===== src/fsrb_pkg.sv =====
// constants and types of the fault state report bank
package fsrb_pkg;

	// =========================================================
	// bus geometry
	localparam int ADDR_W = 12;
	localparam int DATA_W = 32;
	localparam int REG_W = 8;
	localparam int IDX_W = 10;

	// =========================================================
	// register indices, byte address is four times the index
	localparam logic [IDX_W-1:0] IDX_CH34_STATE = 10'h00e;
	localparam logic [IDX_W-1:0] IDX_OCDC_MEM = 10'h00f;
	localparam logic [IDX_W-1:0] IDX_SUPPLY_MEM = 10'h010;
	localparam logic [IDX_W-1:0] IDX_SUPPLY_LIVE = 10'h011;
	localparam logic [IDX_W-1:0] IDX_IRQ_STATUS = 10'h020;
	localparam logic [IDX_W-1:0] IDX_IRQ_MASK = 10'h021;

	// =========================================================
	// values after reset
	localparam logic [REG_W-1:0] RST_CH34_STATE = 8'h24;
	localparam logic [REG_W-1:0] RST_MEM = 8'h00;
	localparam logic [REG_W-1:0] RST_LIVE = 8'h00;
	localparam logic [DATA_W-1:0] RST_RDATA = 32'h0000_0000;

	// =========================================================
	// field positions
	localparam int CH3_STATE_LSB = 5;
	localparam int CH4_STATE_LSB = 2;
	localparam int CH3_LOAD_OK_BIT = 1;
	localparam int CH4_LOAD_OK_BIT = 0;
	localparam int OC_LSB = 4;
	localparam int DC_LSB = 0;
	localparam int GATE_FAULT_BIT = 5;
	localparam int DIG_POR_BIT = 4;
	localparam int WARN_BIT = 7;
	localparam int FAULT_BIT = 6;
	localparam logic [REG_W-1:0] SUPPLY_MEM_MASK = 8'h3f;
	localparam logic [REG_W-1:0] SUPPLY_LIVE_MASK = 8'hef;

	// =========================================================
	// interrupt status bits
	localparam int IRQ_W = 5;
	localparam int IRQ_OC = 0;
	localparam int IRQ_DC = 1;
	localparam int IRQ_SUPPLY = 2;
	localparam int IRQ_SHUTDOWN = 3;
	localparam int IRQ_LOAD_OK = 4;
	localparam logic [IRQ_W-1:0] RST_IRQ = 5'h00;

	typedef enum logic [2:0] {
		fsrb_playing = 3'h0,
		fsrb_high_impedance_state = 3'h1,
		fsrb_muted = 3'h2,
		fsrb_diagnostic_state = 3'h3,
		fsrb_shutdown_auto_recover = 3'h4,
		fsrb_protective_shutdown = 3'h5
	} fsrb_chan_state_t;

endpackage


===== src/fsrb_acc_if.sv =====
// access strobes passed from the bus port to the register core
`timescale 1ns/1ps
interface fsrb_acc_if;
	import fsrb_pkg::*;
	logic setup;
	logic take;
	logic wr;
	logic mapped_ok;
	logic [IDX_W-1:0] idx;
	modport port (output setup, output take, output wr,
		output mapped_ok, output idx);
	modport core (input setup, input take, input wr,
		input mapped_ok, input idx);
endinterface


===== src/fsrb_apb_port.sv =====
// apb handshake front end of the fault state report bank
`timescale 1ns/1ps
module fsrb_apb_port import fsrb_pkg::*; (
	input wire logic clk,
	input wire logic rst,
	input wire logic psel,
	input wire logic penable,
	input wire logic pwrite,
	input wire logic [ADDR_W-1:0] paddr,
	output logic pready,
	fsrb_acc_if.port acc
);

	wire logic setup_w;

	assign setup_w = psel & ~penable;

	// fixed one-cycle access phase: ready follows every setup cycle
	always_ff @(posedge clk) begin
		if (rst) begin
			pready <= 1'b0;
		end else begin
			pready <= setup_w;
		end
	end

	assign acc.setup = setup_w;
	assign acc.take = psel & penable & pready;
	assign acc.wr = pwrite;
	assign acc.idx = paddr[ADDR_W-1:2];
	assign acc.mapped_ok = (paddr[1:0] == 2'h0);

endmodule


===== src/fsrb_event_latch.sv =====
// sticky event bits with per-bit clear, a set beats a clear
`timescale 1ns/1ps
module fsrb_event_latch import fsrb_pkg::*; #(
	parameter int W = 8
) (
	input wire logic clk,
	input wire logic rst,
	input wire logic [W-1:0] set,
	input wire logic [W-1:0] clr,
	output logic [W-1:0] q
);

	genvar i;
	generate
		for (i = 0; i < W; i++) begin : g_bit
			wire logic next_q;
			assign next_q = set[i] | (q[i] & ~clr[i]);
			always_ff @(posedge clk) begin
				if (rst) begin
					q[i] <= 1'b0;
				end else begin
					q[i] <= next_q;
				end
			end
		end
	endgenerate

endmodule


===== src/fsrb_top.sv =====
// fault state report bank: state report, event memories, live supply status
`timescale 1ns/1ps

// Contract
// - channel 3 state sits in bits 7-5, 101 shutdown down to 000 playing.
// - channel 4 state sits in bits 4-2 with the same six codes.
// - bit 1 of the state report is 1 only when channel 3 load check passed.
// - bit 0 of the state report is 1 only when channel 4 load check passed.
// - both event memories clear on a software read; an event in that same cycle stays latched.
// - over-current events latch at bit 7 (channel 1) down to bit 4.
// - dc fault events latch at bit 3 (channel 1) down to bit 0.
// - supply memory holds gate fault at bit 5, por at 4, zeros at 7-6.
// - supply memory holds stage ov 3, battery ov 2, stage uv 1, battery uv 0.
// - live bit 7 shows any active warning, whatever its configuration.
// - live bit 6 shows any active fault, whatever its configuration.
// - live bit 5 shows a present gate fault, bit 4 reads zero.
// - live bits 3 and 2 show stage and battery overvoltage.
// - live bits 1 and 0 show stage and battery undervoltage.
module fsrb_top import fsrb_pkg::*; (
	input wire logic clk,
	input wire logic rst,
	input wire logic psel,
	input wire logic penable,
	input wire logic pwrite,
	input wire logic [ADDR_W-1:0] paddr,
	input wire logic [DATA_W-1:0] pwdata,
	output logic [DATA_W-1:0] prdata,
	output logic pready,
	output logic pslverr,
	input wire logic [2:0] third_channel_state,
	input wire logic [2:0] fourth_channel_state,
	input wire logic ch3_load_check_ok,
	input wire logic ch4_load_check_ok,
	input wire logic [3:0] overcurrent,
	input wire logic [3:0] dc_fault,
	input wire logic gate_drive_supply_fault,
	input wire logic digital_supply_por,
	input wire logic power_stage_supply_overvoltage,
	input wire logic battery_overvoltage,
	input wire logic power_stage_supply_undervoltage,
	input wire logic battery_undervoltage,
	input wire logic any_warning,
	input wire logic any_fault,
	output logic irq
);

	// =========================================================
	// bus front end
	fsrb_acc_if acc ();

	fsrb_apb_port u_port (
		.clk(clk),
		.rst(rst),
		.psel(psel),
		.penable(penable),
		.pwrite(pwrite),
		.paddr(paddr),
		.pready(pready),
		.acc(acc)
	);

	// =========================================================
	// address decode
	wire logic hit_state;
	wire logic hit_ocdc;
	wire logic hit_supply_mem;
	wire logic hit_live;
	wire logic hit_irq_status;
	wire logic hit_irq_mask;
	wire logic hit_any;

	assign hit_state = acc.mapped_ok & (acc.idx == IDX_CH34_STATE);
	assign hit_ocdc = acc.mapped_ok & (acc.idx == IDX_OCDC_MEM);
	assign hit_supply_mem = acc.mapped_ok & (acc.idx == IDX_SUPPLY_MEM);
	assign hit_live = acc.mapped_ok & (acc.idx == IDX_SUPPLY_LIVE);
	assign hit_irq_status = acc.mapped_ok & (acc.idx == IDX_IRQ_STATUS);
	assign hit_irq_mask = acc.mapped_ok & (acc.idx == IDX_IRQ_MASK);
	assign hit_any = hit_state | hit_ocdc | hit_supply_mem | hit_live |
		hit_irq_status | hit_irq_mask;

	wire logic rd_take;
	wire logic wr_take;

	assign rd_take = acc.take & ~acc.wr;
	assign wr_take = acc.take & acc.wr;

	// =========================================================
	// channel 3/4 state report
	logic [REG_W-1:0] channel34_state_report;
	wire logic [REG_W-1:0] next_channel34_state_report;

	assign next_channel34_state_report = {
		third_channel_state,
		fourth_channel_state,
		ch3_load_check_ok,
		ch4_load_check_ok
	};

	always_ff @(posedge clk) begin
		if (rst) begin
			channel34_state_report <= RST_CH34_STATE;
		end else begin
			channel34_state_report <= next_channel34_state_report;
		end
	end

	// =========================================================
	// over-current and dc fault memory
	wire logic [REG_W-1:0] ocdc_set;
	wire logic [REG_W-1:0] ocdc_clr;
	logic [REG_W-1:0] current_dc_event_latch;

	// input bit 3 is channel 1, so channel 1 lands on the top bit
	assign ocdc_set = {overcurrent, dc_fault};
	assign ocdc_clr = {REG_W{rd_take & hit_ocdc}};

	fsrb_event_latch #(
		.W(REG_W)
	) u_ocdc (
		.clk(clk),
		.rst(rst),
		.set(ocdc_set),
		.clr(ocdc_clr),
		.q(current_dc_event_latch)
	);

	// =========================================================
	// supply event memory
	wire logic [REG_W-1:0] supply_set_raw;
	wire logic [REG_W-1:0] supply_set;
	wire logic [REG_W-1:0] supply_clr;
	logic [REG_W-1:0] supply_event_latch;

	assign supply_set_raw = {
		2'h0,
		gate_drive_supply_fault,
		digital_supply_por,
		power_stage_supply_overvoltage,
		battery_overvoltage,
		power_stage_supply_undervoltage,
		battery_undervoltage
	};
	assign supply_set = supply_set_raw & SUPPLY_MEM_MASK;
	assign supply_clr = {REG_W{rd_take & hit_supply_mem}};

	fsrb_event_latch #(
		.W(REG_W)
	) u_supply (
		.clk(clk),
		.rst(rst),
		.set(supply_set),
		.clr(supply_clr),
		.q(supply_event_latch)
	);

	// =========================================================
	// live supply status
	logic [REG_W-1:0] supply_live_status;
	wire logic [REG_W-1:0] live_raw;
	wire logic [REG_W-1:0] next_supply_live_status;

	assign live_raw = {
		any_warning,
		any_fault,
		gate_drive_supply_fault,
		1'b0,
		power_stage_supply_overvoltage,
		battery_overvoltage,
		power_stage_supply_undervoltage,
		battery_undervoltage
	};
	assign next_supply_live_status = live_raw & SUPPLY_LIVE_MASK;

	always_ff @(posedge clk) begin
		if (rst) begin
			supply_live_status <= RST_LIVE;
		end else begin
			supply_live_status <= next_supply_live_status;
		end
	end

	// =========================================================
	// interrupt events
	// a channel entering shutdown or a load check passing is an edge
	// of the registered report, so a steady state fires only once
	wire logic ch3_down_now;
	wire logic ch4_down_now;
	wire logic ch3_down_was;
	wire logic ch4_down_was;
	wire logic [IRQ_W-1:0] irq_set;
	wire logic [IRQ_W-1:0] irq_clr;
	logic [IRQ_W-1:0] irq_status;
	logic [IRQ_W-1:0] irq_mask;

	assign ch3_down_now =
		(third_channel_state == fsrb_protective_shutdown);
	assign ch4_down_now =
		(fourth_channel_state == fsrb_protective_shutdown);
	assign ch3_down_was =
		(channel34_state_report[CH3_STATE_LSB +: 3] ==
		fsrb_protective_shutdown);
	assign ch4_down_was =
		(channel34_state_report[CH4_STATE_LSB +: 3] ==
		fsrb_protective_shutdown);

	assign irq_set[IRQ_OC] = |overcurrent;
	assign irq_set[IRQ_DC] = |dc_fault;
	assign irq_set[IRQ_SUPPLY] = |supply_set;
	assign irq_set[IRQ_SHUTDOWN] = (ch3_down_now & ~ch3_down_was) |
		(ch4_down_now & ~ch4_down_was);
	assign irq_set[IRQ_LOAD_OK] =
		(ch3_load_check_ok & ~channel34_state_report[CH3_LOAD_OK_BIT]) |
		(ch4_load_check_ok & ~channel34_state_report[CH4_LOAD_OK_BIT]);

	// write one to clear; a new event in the same cycle wins
	assign irq_clr = (wr_take & hit_irq_status) ?
		pwdata[IRQ_W-1:0] : RST_IRQ;

	fsrb_event_latch #(
		.W(IRQ_W)
	) u_irq (
		.clk(clk),
		.rst(rst),
		.set(irq_set),
		.clr(irq_clr),
		.q(irq_status)
	);

	always_ff @(posedge clk) begin
		if (rst) begin
			irq_mask <= RST_IRQ;
		end else if (wr_take & hit_irq_mask) begin
			irq_mask <= pwdata[IRQ_W-1:0];
		end
	end

	always_ff @(posedge clk) begin
		if (rst) begin
			irq <= 1'b0;
		end else begin
			irq <= |(irq_status & irq_mask);
		end
	end

	// =========================================================
	// read data
	// memories are read as they will stand after this edge, so an
	// event landing during the setup cycle is shown before the clear
	wire logic [REG_W-1:0] ocdc_view;
	wire logic [REG_W-1:0] supply_view;
	wire logic [REG_W-1:0] rd_byte;
	wire logic [IRQ_W-1:0] irq_view;
	wire logic [DATA_W-1:0] rd_word;

	assign ocdc_view = current_dc_event_latch | ocdc_set;
	assign supply_view = supply_event_latch | supply_set;
	assign irq_view = irq_status | irq_set;

	assign rd_byte =
		hit_state ? channel34_state_report :
		hit_ocdc ? ocdc_view :
		hit_supply_mem ? supply_view :
		hit_live ? supply_live_status :
		hit_irq_status ? {3'h0, irq_view} :
		hit_irq_mask ? {3'h0, irq_mask} :
		RST_MEM;
	assign rd_word = {24'h00_0000, rd_byte};

	// writes to the report registers are accepted and dropped
	always_ff @(posedge clk) begin
		if (rst) begin
			prdata <= RST_RDATA;
		end else if (acc.setup & ~acc.wr) begin
			prdata <= rd_word;
		end
	end

	always_ff @(posedge clk) begin
		if (rst) begin
			pslverr <= 1'b0;
		end else begin
			pslverr <= acc.setup & ~hit_any;
		end
	end

endmodule


===== config.mk =====
export PLATFORM = sky130hd
export DESIGN_NAME = fsrb_top
export DESIGN_NICKNAME = d
export VERILOG_FILES = /design/src/fsrb_pkg.sv /design/src/fsrb_acc_if.sv /design/src/fsrb_apb_port.sv /design/src/fsrb_event_latch.sv /design/src/fsrb_top.sv
export SDC_FILE = /design/constraint.sdc
export NUM_CORES = 1
export LEC_CHECK = 0
export BUFFER_PORTS_ARGS = -buffer_cell sky130_fd_sc_hd__buf_2
export CAP_MARGIN = 5
export CORE_MARGIN = 2
export CORE_UTILIZATION = 50
export CTS_CLUSTER_DIAMETER = 40
export DETAILED_ROUTE_END_ITERATION = 16
export PLACE_DENSITY_LB_ADDON = 0.25
export RECOVER_POWER = 100
export SLEW_MARGIN = 20
export SYNTH_ARGS = -nofsm -noshare
export SYNTH_HDL_FRONTEND = slang
export SYNTH_SLANG_ARGS = --single-unit

===== constraint.sdc =====
create_clock -name clk -period 3.6 [get_ports clk]
set_input_delay 0.72 -clock clk [delete_from_list [all_inputs] [get_ports clk]]
set_output_delay 0.72 -clock clk [all_outputs]
set_load 0.005 [all_outputs]

==> results.md, run 1 <==
* Critical path data arrival time at 2.80 ns
* Drt wl/cell at 14.3 um
* PwrDens at 397 nW/um^2
* Area leader, netlist: dfxtp_1
* Clock Latency Late Sink at 0.29 ns
* Syn_area_per_cell at 8.78 um^2
* Layout Skew at 0.00264 ns
* H-Tree Depth at 2
* Clock slew seen by the registers of the worst setup and hold paths at 0.09 ns
* Netlist cell types at 56
* Main combinational cell family by area after synthesis: simple AND/OR/NAND/NOR gates
* Worst r2r src: u_port.pready$_SDFF_PP0_
* Worst hold path cell count at 1
* IO Pins at 108
* Post-synthesis to final-layout area growth at 11.8%
* Terminus of the critical flop-to-flop path: u_ocdc.q[5]$_SDFF_PP0_
* Dpl cells at 395
* Crit path cell chain: clkbuf_1 > nor2b_1 > and2_0
* Register-to-Register Setup Slack at 1.98 ns
* Failing checks: capacitance limit, slew limit
* Largest stage delay, worst path at 1.35 ns
* Share of post-route cells with drive strength above 1 at 20.1%
* Register area share after synthesis at 41.6%
* Global-route wire length before repair at 9.29 mm
* Vias after detailed routing at 2,153
* Post-CTS Hold Buffers at 0
* Row Count at 25
* Synth Area in Compound Gates at 19.2%
* Post-synthesis xor/xnor area fraction at 0%
* CTS Buffer Depth at 2
* Placeable Area at 4790 um^2
* Final Max Slew Viols at 47
* Multiplexer share of the synthesized area at 2.40%
* Number of synthesized register bits at 52
* Final worst slack at 0.994 ns
* Largest net degree at the start of global routing at 47
* Synth Area in Adders at 0%
* Worst Tran Pin Value at 1.94 ns
* Setup CP Type: in2reg
* Die area at 5580 um^2
* Vias per cell at 5.37
* HPWL Detailed at 4.30 mm
* Initial antenna violation count at 0
* Tot Pwr at 0.00111 W
* Hold Crit Class: reg2reg
* Detail Route Antenna Nets at 0
* Initial Util at 52.3%
* Cell Count, Final, Fillers Out at 401
* Vias in the first global route at 2,000
* Peak VDD IR at 253 uV
* Top_reg_cell synth: dfxtp_1
* Synth top cells by count: dfxtp_1 (52), nor2_1 (49), buf_4 (24)
* Final TNS setup at 0 ns
* Post-Syn Area at 2500 um^2
* Max Cap Viol at 1
* Warnings, synthesis at 0
* Fmax at 384 MHz
* Ranking of synthesized cells by area: dfxtp_1 (42%), nor2_1 (7.4%), buf_4 (7.2%)
* Sink Count at 52
* Unrepaired setup endpoints after global routing: false
* Drt pass-1 iters at 4
* Post-CTS Resized at 0
* Final hold viol count at 0
* CP max FO at 46
* Post-CTS Setup Bufs at 0
* Slew headroom at -29.3%
* WP data required at 3.79 ns
* Post-route minimum period at 2.61 ns
* Setup violators final at 0
* Input/output buffers at 56
* Simple-gate portion of the synthesized area at 26.1%
* Total CTS buffers at 5
* Ant diodes at 0
* Slowest CP cell: clkbuf_1
* Post-synth top area share at 41.6%
* Reg2Reg Depth at 5
* WL final at 5.74 mm
* Tcrit/Tclk final at 72.4%
* Die Y at 74.7 um
* Die width at 74.7 um
* Synth async-reset ratio at 0%
* RD Place Congestion at 0.817
* LEAKAGE at 1.25 nW
* Hold Path Sink: u_supply.q[1]$_SDFF_PP0_
* Syn Inst Count at 285
* CP Launch Type: input port
* TritonCTS clock tree: done
* Top-count cell post-synth: dfxtp_1
* Hold Path Origin: u_supply.q[1]$_SDFF_PP0_
* Fin nets at 408
* Drt drc at 0
* Post-synth EDFFs at 0
* Place WS at 1.19 ns
* Status: finished with violations
* Initial drt markers at 123
* CTS Root Buffer Type: clkbuf_8
* GRT overflow at 0
* Overall routing resource usage at 21.9%
* WHS at 0.459 ns
* Crit path capture type: register
## worst max path at each step
stage               startpoint                       end  depth (start not counted)
finish                     rst  u_supply.q[7]$_SDFF_PP0_                          3
global route               rst  u_supply.q[6]$_SDFF_PP0_                          3
CTS                  paddr[11]     u_irq.q[0]$_SDFF_PP0_                          6
detailed placement   paddr[11]     u_irq.q[0]$_SDFF_PP0_                          6
global placement     paddr[11]     u_irq.q[1]$_SDFF_PP0_                          6
floorplan            paddr[11]  irq_mask[0]$_SDFFE_PP0P_                          6
## worst max-delay path: cells and delay by family
family	cells	cell delay, ns
buf+inv	1	1.35
simple gates	2	0.71
## power by group
part	switching, W	total (W)	internal [W]
registers	0.0000139	0.000617	0.000603
logic	0.0000683	0.000116	0.0000480
clock network	0.000176	0.000376	0.000200
total	0.000259	0.00111	0.000850
## registers in the layout, indices dropped and copies added, names as in the netlist
signal and count:
channel34_state_report 8, prdata 8, u_ocdc.q 8, u_supply.q 8
supply_live_status 7, irq_mask 5, u_irq.q 5, irq 1
pslverr 1, u_port.pready 1
## cells by family after synthesis
group                  Yosys count
other                            1
DFF                             52
AOI/OAI and AO/OA               63
muxes                            6
and+or+nand+nor                120
buffers and inverters           43
## final cells by class
class / count / area, um^2
well taps: 67 / 83.8
fillers: 445 / 1990
flip-flops and latches: 52 / 1040
clock inverters: 1 / 30.0
multi-input cells: 213 / 1270
inverters: 6 / 22.5
repair buffers: 57 / 278
clock buffers: 5 / 68.8
## routing by layer
metal	up-vias	track usage (%)	routed length (um)
met5	-	0	0
met4	0	6.55	119
met3	12	5.09	388
met2	80	37.5	2830
met1	996	27.6	2400
li1	1065	-	-
## layout by cell type, fill, tap and decap left out, types with 3 or more instances in the layout
cell	n
a21oi_1	14
a311oi_1	4
a2111oi_0	3
nor4_1	4
a21o_1	5
nand2_1	8
inv_1	6
nand2b_1	5
o21ai_0	5
buf_2	48
clkbuf_1	8
nand3_1	4
nor2b_1	16
a211oi_1	4
a22oi_1	3
a2bb2oi_1	3
dfxtp_1	52
nor2_1	49
clkbuf_8	5
conb_1	24
mux2i_1	6
o221ai_1	3
nor3_1	9
## metrics by stage
step                cell area (um^2)  utilization, %
floorplan                       2590               -
global placement                2720            56.8
detailed placement              2720            56.8
CTS                             2820            58.8
global route                    2800            58.4
finish                          2800            58.4
Power figures use the tool's default switching activity.
==> run 2, diff against run 1 <==
--- a/config.mk
+++ b/config.mk
@@ -8,7 +8,7 @@
 export BUFFER_PORTS_ARGS = -buffer_cell sky130_fd_sc_hd__buf_2
 export CAP_MARGIN = 5
 export CORE_MARGIN = 2
-export CORE_UTILIZATION = 50
+export CORE_UTILIZATION = 47
 export CTS_CLUSTER_DIAMETER = 40
 export DETAILED_ROUTE_END_ITERATION = 16
 export PLACE_DENSITY_LB_ADDON = 0.25
==> constraint.sdc (replaced) <==
create_clock -name clk -period 2.5 [get_ports clk]
set_input_delay 0.5 -clock clk [delete_from_list [all_inputs] [get_ports clk]]
set_output_delay 0.5 -clock clk [all_outputs]
set_load 0.005 [all_outputs]
==> run 2 against run 1 <==
Against the previous run:
- the run now ends clean
- first-iteration DRC count is 14% lower
- final cell count rose by 1.7%
- clock power grew 27%
- clock-buffer cell count increased by 1
- utilization down 3.6 points
- flip-flop and latch count did not move
- register-to-register slack worse by 1.0 ns
- largest cell class unchanged
- via count increased by 0.23%
- sequential power grew 44%
==> results.md, run 2 (synthesized netlist as in run 1, its figures left out) <==
* WP data required at 2.66 ns
* CP delay by family, top: simple AND/OR/NAND/NOR gates
* Unrepaired setup endpoints after global routing: false
* Hold Path Origin: fourth_channel_state[0]
* HPWL Detailed at 4.46 mm
* Die width at 77.0 um
* Drt pass-1 iters at 4
* Clock share of power at 31.1%
* P_int at 0.00114 W
* LEAKAGE at 1.23 nW
* Crit. Startpoint: paddr[1]
* Vias per cell at 5.29
* Setup violators final at 0
* RD Place Congestion at 0.948
* Slew headroom at 17.7%
* Commonest non-fill, non-tap cell in the layout: dfxtp_1
* WL final at 5.84 mm
* CTS Buffer Depth at 2
* Initial drt markers at 106
* Reg power frac at 57.9%
* Die area at 5920 um^2
* Sink Count at 52
* Setup CP Type: in2reg
* Share of post-route cells with drive strength above 1 at 21.0%
* Max Cap Viol at 0
* Row Count at 26
* Switching Fraction at 25.9%
* IO Pins at 108
* GRT overflow at 0
* Input/output buffers at 56
* Initial antenna violation count at 0
* Largest net degree at the start of global routing at 29
* Crit path capture type: register
* Status: completed
* Final Max Slew Viols at 0
* Placeable Area at 5110 um^2
* Most frequent cells in the layout: dfxtp_1 (52), buf_2 (50), nor2_1 (49), conb_1 (24), nor2b_1 (16)
* CP max FO at 9
* Post-CTS Setup Bufs at 0
* Layout Skew at 0.00882 ns
* Hold Crit Class: in2reg
* Tot Pwr at 0.00154 W
* Global-route wire length before repair at 9.70 mm
* Die Y at 77.0 um
* Tcrit/Tclk final at 81.2%
* Filler Cell Count at 509
* Clock Latency Late Sink at 0.31 ns
* Fin nets at 410
* Post-CTS Hold Buffers at 0
* Vias after detailed routing at 2,158
* Crit path buffers/inverters at 1
* Critical path data arrival time at 2.19 ns
* Post-synthesis to final-layout area growth at 12.1%
* Final TNS setup at 0 ns
* Final hold viol count at 0
* Worst Tran Pin Value at 1.23 ns
* Drt wl/cell at 14.3 um
* Crit-path most repeated cell: nor2_1
* CP Launch Type: input port
* Overall routing resource usage at 20.5%
* TritonCTS clock tree: done
* H-Tree Depth at 2
* Ant diodes at 0
* Total CTS buffers at 5
* Peak VDD IR at 368 uV
* PwrDens at 548 nW/um^2
* Largest stage delay, worst path at 0.51 ns
* Worst r2r src: u_port.pready$_SDFF_PP0_
* Post-CTS Resized at 0
* Combinational Power Share at 11.0%
* Slowest CP cell: and2_0
* Post-route minimum period at 2.03 ns
* Initial Util at 49.0%
* Drt drc at 0
* Fmax at 493 MHz
* CTS Root Buffer Type: clkbuf_8
* Clock slew seen by the registers of the worst setup and hold paths at 0.10 ns
* Vias in the first global route at 2,012
* Switch Pwr at 0.000398 W
* Crit path cell chain: buf_2 > nor2_1 > and2_0 > nand4_1 > a21oi_1 > nor2_1
* Detail Route Antenna Nets at 0
-- run 2: power by group through the flow --
stage | sequential (W) | clock, W | combinational, W
final | 0.000889 | 0.000478 | 0.000169
after floorplan | 0.000902 | 0 | 0.000125
after global placement | 0.000907 | 0 | 0.000167
after global routing | 0.000894 | 0.000523 | 0.000192
after detailed placement | 0.000907 | 0 | 0.000171
after CTS | 0.000888 | 0.000489 | 0.000172
-- run 2: final timing paths --
kind / endpoint / slack (ns) / cells after the start
hold reg to reg: u_supply.q[0]$_SDFF_PP0_ / 0.46 / 1
hold / removal: channel34_state_report[2]$_SDFF_PP1_ / 0.39 / 2
setup reg to reg: u_ocdc.q[1]$_SDFF_PP0_ / 0.95 / 5
setup / recovery: u_ocdc.q[1]$_SDFF_PP0_ / 0.47 / 6
-- run 2: per-stage QoR --
| step | hold slack, ns | std cells | cell area, um^2 | setup WS [ns] | utilization (%) |
|---|---|---|---|---|---|
| after detailed placement | 0.443 | 400 | 2740 | 0.285 | 53.6 |
| final | 0.388 | 408 | 2800 | 0.471 | 54.9 |
| after CTS | 0.384 | 408 | 2830 | 0.609 | 55.3 |
| after global routing | 0.386 | 408 | 2800 | 0.278 | 54.9 |
| after floorplan | 0.427 | 308 | 2590 | 0.762 | - |
| after global placement | 0.433 | 400 | 2740 | 0.297 | 53.6 |
-- run 2: cell type report --
class / instances / area, um^2 / area share [%]
Tap cell: 70 / 87.6 / 3.12
Sequential cell: 52 / 1040 / 37.1
Timing Repair Buffer: 59 / 295 / 10.5
Clock buffer: 6 / 72.6 / 2.59
Inverter: 6 / 22.5 / 0.804
Multi-Input combinational cell: 213 / 1270 / 45.2
Clock inverter: 2 / 16.3 / 0.580
-- run 2: layer usage --
metal | wire length, um | vias up | GRT usage [%]
met5 | 0 | - | 0
met4 | 127 | 0 | 8.55
met3 | 294 | 11 | 4.24
met2 | 2700 | 66 | 33.2
met1 | 2710 | 1005 | 26.7
li1 | - | 1076 | -
==> run 3, diff against run 2 <==
--- a/config.mk
+++ b/config.mk
@@ -5,10 +5,11 @@
 export SDC_FILE = /design/constraint.sdc
 export NUM_CORES = 1
 export LEC_CHECK = 0
+export ABC_AREA = 1
 export BUFFER_PORTS_ARGS = -buffer_cell sky130_fd_sc_hd__buf_2
 export CAP_MARGIN = 5
 export CORE_MARGIN = 2
-export CORE_UTILIZATION = 47
+export CORE_UTILIZATION = 48
 export CTS_CLUSTER_DIAMETER = 40
 export DETAILED_ROUTE_END_ITERATION = 16
 export PLACE_DENSITY_LB_ADDON = 0.25
==> constraint.sdc (replaced) <==
create_clock -name clk -period 2.09 [get_ports clk]
set_input_delay 0.418 -clock clk [delete_from_list [all_inputs] [get_ports clk]]
set_output_delay 0.418 -clock clk [all_outputs]
set_load 0.005 [all_outputs]
==> run 3 against run 2 <==
Against the previous run:
- first-iteration DRC count up 13%
- global-route usage about the same
- die area up 3.9%
- register-to-register slack worse by 0.34 ns
- non-clock buffer count grew 1
- combinational power is 27% higher
- hold slack got worse by 0.082 ns
- worst setup slack got worse by 0.063 ns
- utilization up 0.059 points
- wire length is 4.1% higher
==> results.md, run 3 <==
* H-Tree Depth at 2
* Post-CTS Setup Bufs at 0
* Syn_area_per_cell at 6.98 um^2
* Register area share after synthesis at 39.1%
* Drt pass-1 iters at 4
* Setup CP Type: in2reg
* Die area at 6150 um^2
* Area leader, netlist: dfxtp_1
* Share of post-route cells with drive strength above 1 at 17.5%
* Warnings, synthesis at 0
* IO Pins at 108
* GRT overflow at 0
* Initial drt markers at 120
* Largest net degree at the start of global routing at 28
* Overall routing resource usage at 20.6%
* Status: completed
* LEAKAGE at 1.52 nW
* Post-Syn Area at 2660 um^2
* Sink Count at 52
* Synth top cells by count: nor2_1 (71), inv_1 (62), dfxtp_1 (52)
* Initial Util at 48.9%
* Top-count cell post-synth: nor2_1
* Clock share of power at 28.7%
* RD Place Congestion at 0.912
* Hold Crit Class: in2reg
* Placement Cell Area at 2940 um^2
* Max Cap Viol at 0
* Ant diodes at 0
* Clock Latency Late Sink at 0.30 ns
* WP data required at 2.28 ns
* Unrepaired setup endpoints after global routing: false
* Critical path data arrival time at 1.87 ns
* Synth async-reset ratio at 0%
* Global-route wire length before repair at 10.1 mm
* Number of synthesized register bits at 52
* Fmax at 594 MHz
* Final Max Slew Viols at 0
* Vias per cell at 4.79
* Clock slew seen by the registers of the worst setup and hold paths at 0.08 ns
* Input/output buffers at 56
* Total CTS buffers at 5
* Drt wl/cell at 11.9 um
* Die width at 78.4 um
* Post-route minimum period at 1.68 ns
* PwrDens at 597 nW/um^2
* Post-synth EDFFs at 0
* Final worst slack at 0.408 ns
* CP max FO at 10
* HPWL Detailed at 4.74 mm
* Top_reg_cell synth: dfxtp_1
* Commonest non-fill, non-tap cell in the layout: nor2_1
* Layout Skew at 0.00951 ns
* Peak VDD IR at 370 uV
* CTS Buffer Depth at 2
* Place WS at 0.250 ns
* Setup violators final at 0
* Crit path capture type: register
* Switching Fraction at 25.0%
* P_int at 0.00134 W
* Post-CTS Resized at 0
* CP Launch Type: input port
* Final TNS setup at 0 ns
* Final Cell Area at 2990 um^2
* Detail Route Antenna Nets at 0
* TritonCTS clock tree: done
* Drt drc at 0
* Most frequent cells in the layout: nor2_1 (71), inv_1 (62), dfxtp_1 (52), buf_2 (50), nand2_1 (43)
* Post-CTS Hold Buffers at 0
* Reg power frac at 59.3%
* Switch Pwr at 0.000445 W
* Post-synthesis to final-layout area growth at 12.3%
* Syn Inst Count at 381
* Layout Utilization at 54.9%
* Initial antenna violation count at 0
* Fin nets at 514
* Tcrit/Tclk final at 80.5%
* Combinational Power Share at 12.0%
* Vias after detailed routing at 2,449
* Register-to-Register Setup Slack at 0.61 ns
* Vias in the first global route at 2,218
* CTS Root Buffer Type: clkbuf_8
* WL final at 6.08 mm
* Die Y at 78.4 um
* Row Count at 27
* Netlist cell types at 33
* Post-synth top area share at 39.1%
* Worst Tran Pin Value at 1.21 ns
* Placeable Area at 5440 um^2
* Final hold viol count at 0
* Ranking of synthesized cells by area: dfxtp_1 (39%), nor2_1 (10%), inv_1 (8.7%)
* Slew headroom at 19.0%
run 3: cell count changes in the layout (fill, tap and decap cells not counted), sizes merged, moves of 4 or more:
| cell | previous run | this run |
|---|---|---|
| o21ai | 5 | 27 |
| inv | 6 | 65 |
| a31oi | 1 | 6 |
| a311oi | 4 | 0 |
| and2 | 4 | 0 |
| nor2b | 16 | 0 |
| nor2 | 49 | 76 |
| a21oi | 14 | 21 |
| nand2 | 9 | 46 |
| a21o | 5 | 0 |
| nand2b | 5 | 0 |
| mux2i | 6 | 0 |
| nand3 | 4 | 22 |
run 3: worst paths after layout:
path                            startpoint                              endpoint  cells past startpoint
setup / recovery                  paddr[9]                prdata[7]$_SDFFE_PP0P_                      9
hold reg to reg   u_supply.q[6]$_SDFF_PP0_              u_supply.q[6]$_SDFF_PP0_                      2
setup reg to reg  u_port.pready$_SDFF_PP0_                u_ocdc.q[2]$_SDFF_PP0_                      5
hold / removal     fourth_channel_state[0]  channel34_state_report[2]$_SDFF_PP1_                      3
run 3: critical path, cell delays in order:
cell      delay, ns
buf_2          0.12
nor2_4         0.13
nand3_1        0.14
nor3_4         0.24
nand3_1        0.31
clkinv_2       0.22
a21oi_1        0.06
a21oi_1        0.17
nor2_1         0.06
run 3: power by group through the flow:
stage / clock (W) / sequential [W] / combinational, W
after CTS: 0.000526 / 0.00106 / 0.000217
after global placement: 0 / 0.00108 / 0.000212
after floorplan: 0 / 0.00108 / 0.000155
after detailed placement: 0 / 0.00108 / 0.000217
final: 0.000512 / 0.00106 / 0.000214
after global routing: 0.000572 / 0.00106 / 0.000247
run 3: metal layers:
layer | up-vias | routed length, um | global-route usage [%]
met5 | - | 0 | 0
met2 | 78 | 2880 | 34.7
met1 | 1074 | 2790 | 26.9
li1 | 1287 | - | -
met3 | 10 | 320 | 3.56
met4 | 0 | 92 | 6.14
run 3: layout make-up:
cell class	count	area, um^2
Multi-Input combinational cell	255	1230
Timing Repair Buffer	60	299
Sequential cell	52	1040
Tap cell	72	90.1
Fill cell	556	2450
Clock buffer	5	68.8
Inverter	67	254
run 3: cell families after synthesis:
kind of cell    share of synthesized area, %
simple gates                            28.6
buf+inv                                 17.2
flops                                   39.1
compound gates                          15.0
other cells                            0.141
run 3: per-stage QoR:
stage / power (W) / instances / hold WS [ns]
detailed placement: 0.00130 / 506 / 0.438
CTS: 0.00180 / 511 / 0.299
finish: 0.00178 / 511 / 0.307
global route: 0.00188 / 511 / 0.305
floorplan: 0.00123 / 404 / 0.422
global placement: 0.00129 / 506 / 0.432
